### src/verilog/pmcb_pkg.sv
/*
 * Shared constants and types for the pad mode configuration bank: register
 * index and byte addresses, field positions, reset values, pull/direction
 * codes and the carrier structs.
 * Assumes a single pclk domain and an APB slave with a 12-bit local address.
 */
`default_nettype none

package pmcb_pkg;

  // ****************************************************************
  // Bank geometry
  // ****************************************************************
  localparam int PMCB_NPIN   = 5;         // Pins 3.6, 3.7, 4.0, 4.1, 4.2
  localparam int PMCB_AW     = 12;        // Local APB address width
  localparam int PMCB_DW     = 32;        // APB data width
  localparam int PMCB_CFG_W  = 16;        // Width of one config register

  // ****************************************************************
  // Register indices and byte addresses (byte address = 4 x index)
  // ****************************************************************
  localparam logic [31:0] PMCB_IDX_P3_6 = 32'h5000_305A;  // port3_pin6_config
  localparam logic [31:0] PMCB_IDX_P3_7 = 32'h5000_305C;  // port3_pin7_config
  localparam logic [31:0] PMCB_IDX_P4_0 = 32'h5000_305E;  // port4_pin0_config
  localparam logic [31:0] PMCB_IDX_P4_1 = 32'h5000_3060;  // port4_pin1_config
  localparam logic [31:0] PMCB_IDX_P4_2 = 32'h5000_3062;  // port4_pin2_config
  // Low address bits of four times each index, as the slave decodes them
  localparam logic [PMCB_AW-1:0] PMCB_ADDR [PMCB_NPIN] = '{
    {PMCB_IDX_P3_6[9:0], 2'h0},
    {PMCB_IDX_P3_7[9:0], 2'h0},
    {PMCB_IDX_P4_0[9:0], 2'h0},
    {PMCB_IDX_P4_1[9:0], 2'h0},
    {PMCB_IDX_P4_2[9:0], 2'h0}
  };
  localparam logic [PMCB_AW-1:0] PMCB_ADDR_LEVEL = 12'h190;  // Pad level status

  // ****************************************************************
  // Field layout and reset values
  // ****************************************************************
  localparam int PMCB_OD_BIT = 10;        // open_drain_select
  localparam int PMCB_PD_HI  = 9;         // pull_direction_select
  localparam int PMCB_PD_LO  = 8;
  localparam int PMCB_FS_HI  = 5;         // function_select
  localparam int PMCB_FS_LO  = 0;
  localparam logic [PMCB_CFG_W-1:0] PMCB_CFG_WMASK = 16'h073F;  // Writable bits
  localparam logic [PMCB_CFG_W-1:0] PMCB_CFG_RST   = 16'h0200;  // Pull-down input

  // Pull/direction codes
  typedef enum logic [1:0] {
    PMCB_IN_NOPULL   = 2'b00,
    PMCB_IN_PULLUP   = 2'b01,
    PMCB_IN_PULLDOWN = 2'b10,
    PMCB_OUT_NOPULL  = 2'b11
  } pmcb_pd_t;

  // ****************************************************************
  // Carriers
  // ****************************************************************
  // Decoded pad controls towards the pad ring
  typedef struct packed {
    logic       out_en;       // Output driver enabled
    logic       pull_up;      // Pull-up resistor connected
    logic       pull_dn;      // Pull-down resistor connected
    logic       open_drain;   // Driver is open drain
    logic [5:0] func_sel;     // Function-select code
  } pmcb_pad_ctl_t;

  // Write request for one config register
  typedef struct packed {
    logic                  en;    // Write takes effect this edge
    logic [1:0]            strb;  // Byte lanes
    logic [PMCB_CFG_W-1:0] data;  // Write data
  } pmcb_wr_t;

  localparam pmcb_pad_ctl_t PMCB_CTL_RST = '{out_en: 1'h0, pull_up: 1'h0,
                                             pull_dn: 1'h1, open_drain: 1'h0,
                                             func_sel: 6'h00};

endpackage

`default_nettype wire

### src/verilog/pmcb_pad_cfg.sv
/*
 * One pad of the bank: its config register, the decode into pad controls,
 * the pad driver and the input synchroniser.
 * Assumes writes come from the APB slave in the same pclk domain and that
 * adc_mode and pad_dout come from logic on pclk.
 */
`timescale 1ns/100ps
`default_nettype none

module pmcb_pad_cfg (
  // Clock and reset
  input  wire logic                              pclk,
  input  wire logic                              presetn,
  // Register access
  input  wire pmcb_pkg::pmcb_wr_t                wr,
  output logic [pmcb_pkg::PMCB_CFG_W-1:0]        cfg_q,
  // Pad mode and core data
  input  wire logic                              adc_mode,
  input  wire logic                              pad_dout,
  // Pad pins
  input  wire logic                              pad_i,
  output logic                                   pad_o,
  output logic                                   pad_oe,
  output logic                                   pad_din,
  // Decoded controls
  output pmcb_pkg::pmcb_pad_ctl_t                ctl
);
  import pmcb_pkg::*;

  // ****************************************************************
  // Config register
  // ****************************************************************
  logic [PMCB_CFG_W-1:0] cfg_ff;        // Stored config
  logic [PMCB_CFG_W-1:0] nxt_cfg;       // Next config
  logic [PMCB_CFG_W-1:0] wr_bits;       // Bits this write may touch

  // Reserved bits never take a write, so they always read zero
  assign wr_bits = {{8{wr.strb[1]}}, {8{wr.strb[0]}}} & PMCB_CFG_WMASK;
  assign nxt_cfg = wr.en ? ((cfg_ff & ~wr_bits) | (wr.data & wr_bits)) : cfg_ff;

  // Register update; reset gives a pull-down input, push-pull
  always_ff @(posedge pclk or negedge presetn) begin
    if (!presetn) begin
      cfg_ff <= PMCB_CFG_RST;
    end else begin
      cfg_ff <= nxt_cfg;
    end
  end
  assign cfg_q = cfg_ff;

  // ****************************************************************
  // Decode
  // ****************************************************************
  pmcb_pd_t      pd_sel;                // Pull/direction code
  logic          drive_out;             // Pad is an output
  pmcb_pad_ctl_t nxt_ctl;               // Next decoded controls
  logic          nxt_pad_o;             // Next pad output level
  logic          nxt_pad_oe;            // Next pad output enable

  assign pd_sel    = pmcb_pd_t'(cfg_ff[PMCB_PD_HI:PMCB_PD_LO]);
  // ADC mode overrides the field: no driver, no pulls
  assign drive_out = !adc_mode && (pd_sel == PMCB_OUT_NOPULL);
  assign nxt_ctl.out_en     = drive_out;
  assign nxt_ctl.pull_up    = !adc_mode && (pd_sel == PMCB_IN_PULLUP);
  assign nxt_ctl.pull_dn    = !adc_mode && (pd_sel == PMCB_IN_PULLDOWN);
  assign nxt_ctl.open_drain = cfg_ff[PMCB_OD_BIT];
  assign nxt_ctl.func_sel   = cfg_ff[PMCB_FS_HI:PMCB_FS_LO];

  // Open drain only ever pulls low; a high is left to the external pull
  assign nxt_pad_oe = drive_out && (!cfg_ff[PMCB_OD_BIT] || !pad_dout);
  assign nxt_pad_o  = pad_dout && !cfg_ff[PMCB_OD_BIT];

  // ****************************************************************
  // Output and synchroniser flops
  // ****************************************************************
  pmcb_pad_ctl_t ctl_ff;                // Registered controls
  logic          pad_o_ff;              // Registered pad level
  logic          pad_oe_ff;             // Registered pad enable
  logic          meta_ff;               // First sync stage, read by din_ff only
  logic          din_ff;                // Second sync stage

  // Controls follow the register one cycle later
  always_ff @(posedge pclk or negedge presetn) begin
    if (!presetn) begin
      ctl_ff    <= PMCB_CTL_RST;
      pad_o_ff  <= 1'h0;
      pad_oe_ff <= 1'h0;
    end else begin
      ctl_ff    <= nxt_ctl;
      pad_o_ff  <= nxt_pad_o;
      pad_oe_ff <= nxt_pad_oe;
    end
  end

  // Pad level is asynchronous to pclk, so two flops before any use
  always_ff @(posedge pclk or negedge presetn) begin
    if (!presetn) begin
      meta_ff <= 1'h0;
      din_ff  <= 1'h0;
    end else begin
      meta_ff <= pad_i;
      din_ff  <= meta_ff;
    end
  end

  assign ctl     = ctl_ff;
  assign pad_o   = pad_o_ff;
  assign pad_oe  = pad_oe_ff;
  assign pad_din = din_ff;

endmodule

`default_nettype wire

### src/verilog/pmcb_top.sv
/*
 * Pad mode configuration bank: APB slave holding five pad config
 * registers and a read-only pad level word, plus the pad drivers.
 * Assumes an APB master on pclk with a block-local 12-bit byte address,
 * and adc_mode and pad_dout driven by logic on pclk.
 */
// Register access over APB was left to the implementer.
`timescale 1ns/100ps
`default_nettype none

module pmcb_top (
  // Clock and reset
  input  wire logic                                          pclk,
  input  wire logic                                          presetn,
  // APB slave
  input  wire logic                                          psel,
  input  wire logic                                          penable,
  input  wire logic                                          pwrite,
  input  wire logic [pmcb_pkg::PMCB_AW-1:0]                  paddr,
  input  wire logic [pmcb_pkg::PMCB_DW-1:0]                  pwdata,
  input  wire logic [3:0]                                    pstrb,
  output logic [pmcb_pkg::PMCB_DW-1:0]                       prdata,
  output logic                                               pready,
  output logic                                               pslverr,
  // Per-pad mode and core data
  input  wire logic [pmcb_pkg::PMCB_NPIN-1:0]                adc_mode,
  input  wire logic [pmcb_pkg::PMCB_NPIN-1:0]                pad_dout,
  // Pad pins
  input  wire logic [pmcb_pkg::PMCB_NPIN-1:0]                pad_i,
  output logic [pmcb_pkg::PMCB_NPIN-1:0]                     pad_o,
  output logic [pmcb_pkg::PMCB_NPIN-1:0]                     pad_oe,
  output logic [pmcb_pkg::PMCB_NPIN-1:0]                     pad_din,
  // Decoded pad controls
  output pmcb_pkg::pmcb_pad_ctl_t [pmcb_pkg::PMCB_NPIN-1:0]  pad_ctl
);
  import pmcb_pkg::*;

  // ****************************************************************
  // APB phase and address decode
  // ****************************************************************
  wire                  apb_setup;              // Setup phase
  wire                  apb_access;             // Access phase
  wire [PMCB_NPIN-1:0]  hit_cfg;                // Config register selected
  wire                  hit_level;              // Level word selected
  wire                  mapped;                 // Any register selected

  assign apb_setup  = psel && !penable;
  assign apb_access = psel && penable;
  assign hit_level  = (paddr == PMCB_ADDR_LEVEL);
  assign mapped     = (|hit_cfg) || hit_level;

  // Zero wait states: every access completes in its first access cycle
  // Trade-off: no wait states keep the master simple, but decode and
  // the read mux must settle within one pclk period
  assign pready  = apb_access;
  // Unmapped addresses answer with an error and change nothing
  assign pslverr = apb_access && !mapped;

  // ****************************************************************
  // Pad instances and read data chain
  // ****************************************************************
  logic [PMCB_CFG_W-1:0] cfg_q   [PMCB_NPIN];   // Register contents
  pmcb_wr_t              wr_req  [PMCB_NPIN];   // Per-pad write request
  logic [PMCB_DW-1:0]    rd_chain[PMCB_NPIN+1]; // OR chain of read terms

  // At most one term of the OR chain is non-zero, as the addresses are
  // distinct; an unmapped address therefore reads zero
  assign rd_chain[0] = hit_level ? {{(PMCB_DW-PMCB_NPIN){1'h0}}, pad_din}
                                 : {PMCB_DW{1'h0}};

  genvar gi;
  generate
    for (gi = 0; gi < PMCB_NPIN; gi++) begin : g_pad
      // Address match for this pad
      assign hit_cfg[gi] = (paddr == PMCB_ADDR[gi]);

      // Write lands at the access edge only; upper byte lanes unused
      assign wr_req[gi].en   = apb_access && pwrite && hit_cfg[gi];
      assign wr_req[gi].strb = pstrb[1:0];
      assign wr_req[gi].data = pwdata[PMCB_CFG_W-1:0];

      // Narrow register sits in the low half-word, upper bits read zero
      assign rd_chain[gi+1] = rd_chain[gi] |
                              (hit_cfg[gi] ? {{(PMCB_DW-PMCB_CFG_W){1'h0}}, cfg_q[gi]}
                                           : {PMCB_DW{1'h0}});

      pmcb_pad_cfg u_pad (
        .pclk     (pclk),
        .presetn  (presetn),
        .wr       (wr_req[gi]),
        .cfg_q    (cfg_q[gi]),
        .adc_mode (adc_mode[gi]),
        .pad_dout (pad_dout[gi]),
        .pad_i    (pad_i[gi]),
        .pad_o    (pad_o[gi]),
        .pad_oe   (pad_oe[gi]),
        .pad_din  (pad_din[gi]),
        .ctl      (pad_ctl[gi])
      );
    end
  endgenerate

  // ****************************************************************
  // Read data register
  // ****************************************************************
  logic [PMCB_DW-1:0] prdata_ff;              // Read word held for access

  // Sampled in setup; nothing else can change a register before access
  // Limitation: a level read shows pad_din as it stood in setup, one
  // cycle older than the access edge
  always_ff @(posedge pclk or negedge presetn) begin
    if (!presetn) begin
      prdata_ff <= {PMCB_DW{1'h0}};
    end else if (apb_setup && !pwrite) begin
      prdata_ff <= rd_chain[PMCB_NPIN];
    end
  end
  assign prdata = prdata_ff;

  generate
    for (gi = 0; gi < PMCB_NPIN; gi++) begin : g_chk

    end
  endgenerate
endmodule

`default_nettype wire

### config.mk
export PLATFORM = sky130hd
export DESIGN_NAME = pmcb_top
export DESIGN_NICKNAME = d
export VERILOG_FILES = /design/src/verilog/pmcb_pkg.sv /design/src/verilog/pmcb_pad_cfg.sv /design/src/verilog/pmcb_top.sv
export SDC_FILE = /design/constraint.sdc
export NUM_CORES = 1
export LEC_CHECK = 0
export ABC_AREA = 1
export BUFFER_PORTS_ARGS = -buffer_cell sky130_fd_sc_hd__buf_2
export CAP_MARGIN = 5
export CORE_ASPECT_RATIO = 1.1
export CORE_UTILIZATION = 48
export CTS_CLUSTER_SIZE = 16
export DETAILED_ROUTE_END_ITERATION = 12
export GPL_TIMING_DRIVEN = 1
export PLACE_DENSITY = 0.77
export SLEW_MARGIN = 25
export SYNTH_ARGS = -nofsm -noshare
export SYNTH_HDL_FRONTEND = slang
export SYNTH_HIERARCHICAL = 1
export SYNTH_SLANG_ARGS = --single-unit
### constraint.sdc
create_clock -name pclk -period 1.1 [get_ports pclk]
set_input_delay 0.22 -clock pclk [delete_from_list [all_inputs] [get_ports pclk]]
set_output_delay 0.22 -clock pclk [all_outputs]
set_load 0.01 [all_outputs]
==> flow_summary.yaml <==
logic_synthesis:
  ys_seq_elements: 131
  yosysUniqueCellTypes: 26
  syn_avg_cell_area_sq_um: 8.94
  yosysTopAreaCellShare_pct: 48.5
  ys_seq_area_share_pct: 52.7
  synth_area_leaders: "dfrtp_1, buf_4, nand2_1, nand3_1, dfstp_2"
  netlist_area_sq_mm: 0.00624
  synth_area_leader_cell: "dfrtp_1"
  yosys_warnings: 6
  synth_cells: 698
setup_path:
  path_cells: "buf_8 -> inv_4 -> nand2_4 -> nor2_4 -> nand2_4 -> nor2_4 -> inv_2 -> nand3_2 -> nor2_2 -> buf_2"
  critPathSlowestCell: "nor2_4"
  max_stage_delay_ns: 0.20
  critical_path_arrival_ns: 1.16
  startpoint_type: "input pin"
  cp.required_ns: 0.88
  startpoint: "paddr[10]"
  ff2ff_path_depth: 6
  r2r-start: "g_pad[3].u_pad/pad_din$_DFF_PN0_"
  path_class: "input pin to primary output"
  cp_max_fo: 4
  r2r_slack_ns: 0.02
  crit_path_end_kind: "primary output"
cells_and_area:
  final_cell_mix: "dfrtp_1, nand2_1, buf_2, nand3_1, buf_4"
  n_fill_cell: 868
  syn2layout_area_growth_pct: 38.2
  stdcell_area_sq_mm: 0.00863
  nets: 940
  diodes: 0
  final_common_cell: "dfrtp_1"
  instances_no_fill: 1042
  fin_util_pct: 68.2
  drive_gt1_share_pct: 42.9
timing:
  drv_slew: 0
  max_freq_ghz: 0.722
  finalSetupViolations: 117
  rsz0062_at_grt: "true"
  layout_min_cycle_time_ns: 1.38
  setup_slack_ns: -0.285
  period_share_pct: 126
  hold_violations: 0
  hold_slack_ns: 0.0105
  skew_ns: 0.00856
clock_tree:
  htree_levels: 4
  cts_buffers: 17
  clkTransAtPathRegs_ns: 0.06
  clock_path_buffers: 2
  cts-root-buf: "clkbuf_16"
  clock_sinks: 131
  clkLatencyLatePin_ns: 0.41
  cts_tree: "done"
route:
  drtIter0Drc: 551
  via_per_inst: 5.21
  routed_wirelength_um: 17800
  drc: 0
  first_pass_iters: 7
  top_layer: "met4"
  dr_wl_met2_um: 8930
  drt-met1-wl_um: 6880
  wl_per_cell_um: 17.1
  dr_total_vias: 5428
  wl_met3_um: 1390
  ant_nets: 0
global_route:
  antenna_found_initial: 0
  grt_overflow: 0
  grt_util_all_layers_pct: 24.9
  grt_first_pass_wirelength_um: 25500
  grt_max_degree: 52
  grt_pass1_vias: 5086
floorplan:
  dieWidth_um: 111
  ios: 167
  die_h_um: 122
  start_util_pct: 49.4
  dieArea_sq_mm: 0.0135
  core_sq_mm: 0.0126
  rows: 43
placement:
  post-place-cells: 968
  pre_cts_ws_ns: -0.430
  gp_congestion: 0.834
  placed_cell_area_sq_mm: 0.00703
  hpwlAfterDp_um: 10500
  io_buffers: 125
run_status:
  outcome: "finished, violations left"
  violations: "negative setup slack"
flow_run:
  drv_cap: 0
power:
  p_per_area_mw_per_mm2: 1470
  vdd_ir_drop_max_mv: 0.924
  p_leak_nw: 4.71
hold_path:
  hp-start: "pad_dout[2]"
  min_path_type: "input pin to register"
  hold_path_depth: 3
[cells in the mapped netlist (all sizes together)]
cell and number:
nor2 63, buf 108, nand3 93, dfstp 10
conb 6, nor3 6, nand2 163, or2 16
nand4 30, dfrtp 121, inv 53, clkbuf 2
a21boi 13, a21oi 14
[stage by stage]
| stage | power, mW | TNS [ns] |
|---|---|---|
| after floorplan | 5.60 | -4.67 |
| after global placement | 5.96 | -19.33 |
| after detailed placement | 5.97 | -20.39 |
| after CTS | 12.7 | -5.58 |
| after global routing | 13.1 | -12.37 |
| final | 12.7 | -8.57 |
[final cells by class]
type,instances,area (sq um),area share (%)
tap,157,196,2.28
multi-input combinational,449,2490,28.8
inverter,53,226,2.63
sequential,131,3290,38.1
clock inverter,12,225,2.61
clock buffer,20,467,5.41
timing repair buffer,220,1730,20.1
[power by group]
part / switching (mW) / internal (mW) / leakage, nW / total (mW)
Combinational: 0.613 / 0.507 / 2.66 / 1.12
Clock: 2.14 / 4.44 / 0.329 / 6.58
Sequential: 0.0646 / 4.95 / 1.73 / 5.01
Total: 2.82 / 9.89 / 4.71 / 12.7
[worst max-delay path: cells and delay by family]
family        cells  cell delay (ns)
buf+inv           4             0.34
simple gates      6             0.61
[cell families (layout without fill, tap and decap cells)]
kind of cell | after synthesis | in the layout | share of synthesized area [%]
AO/OA/AOI/OAI | 27 | 27 | 2.99
buffers and inverters | 163 | 305 | 16.1
flip-flops | 131 | 131 | 52.7
AND/OR/NAND/NOR | 371 | 371 | 27.8
other | 6 | 51 | 0.361
[worst paths after layout]
path / to
max: pslverr
min: g_pad[2].u_pad/pad_o$_DFF_PN0_
max reg2reg: prdata[3]$_DFFE_PN0P_
min reg2reg: g_pad[1].u_pad/pad_din$_DFF_PN0_
max in group asynchronous: asynchronous set/reset pin
min in group asynchronous: prdata[13]$_DFFE_PN0P_
[routing by layer]
layer | vias to the layer above | GRT usage (%)
li1 | 2441 | -
met1 | 2616 | 31.0
met2 | 307 | 40.7
met3 | 64 | 7.31
met4 | 0 | 10.7
met5 | - | 0
[repair_timing]
action | in CTS | in global routing
gates cloned | 0 | 2
hold endpoints to repair | 138 | 0
buffers inserted | 21 | 7
hold buffers | 13 | 0
endpoints found under the setup margin | 84 | 117
gates resized for setup | 47 | 87
pin swaps | 19 | 45
Note: power is estimated with default switching activity, not from simulation.
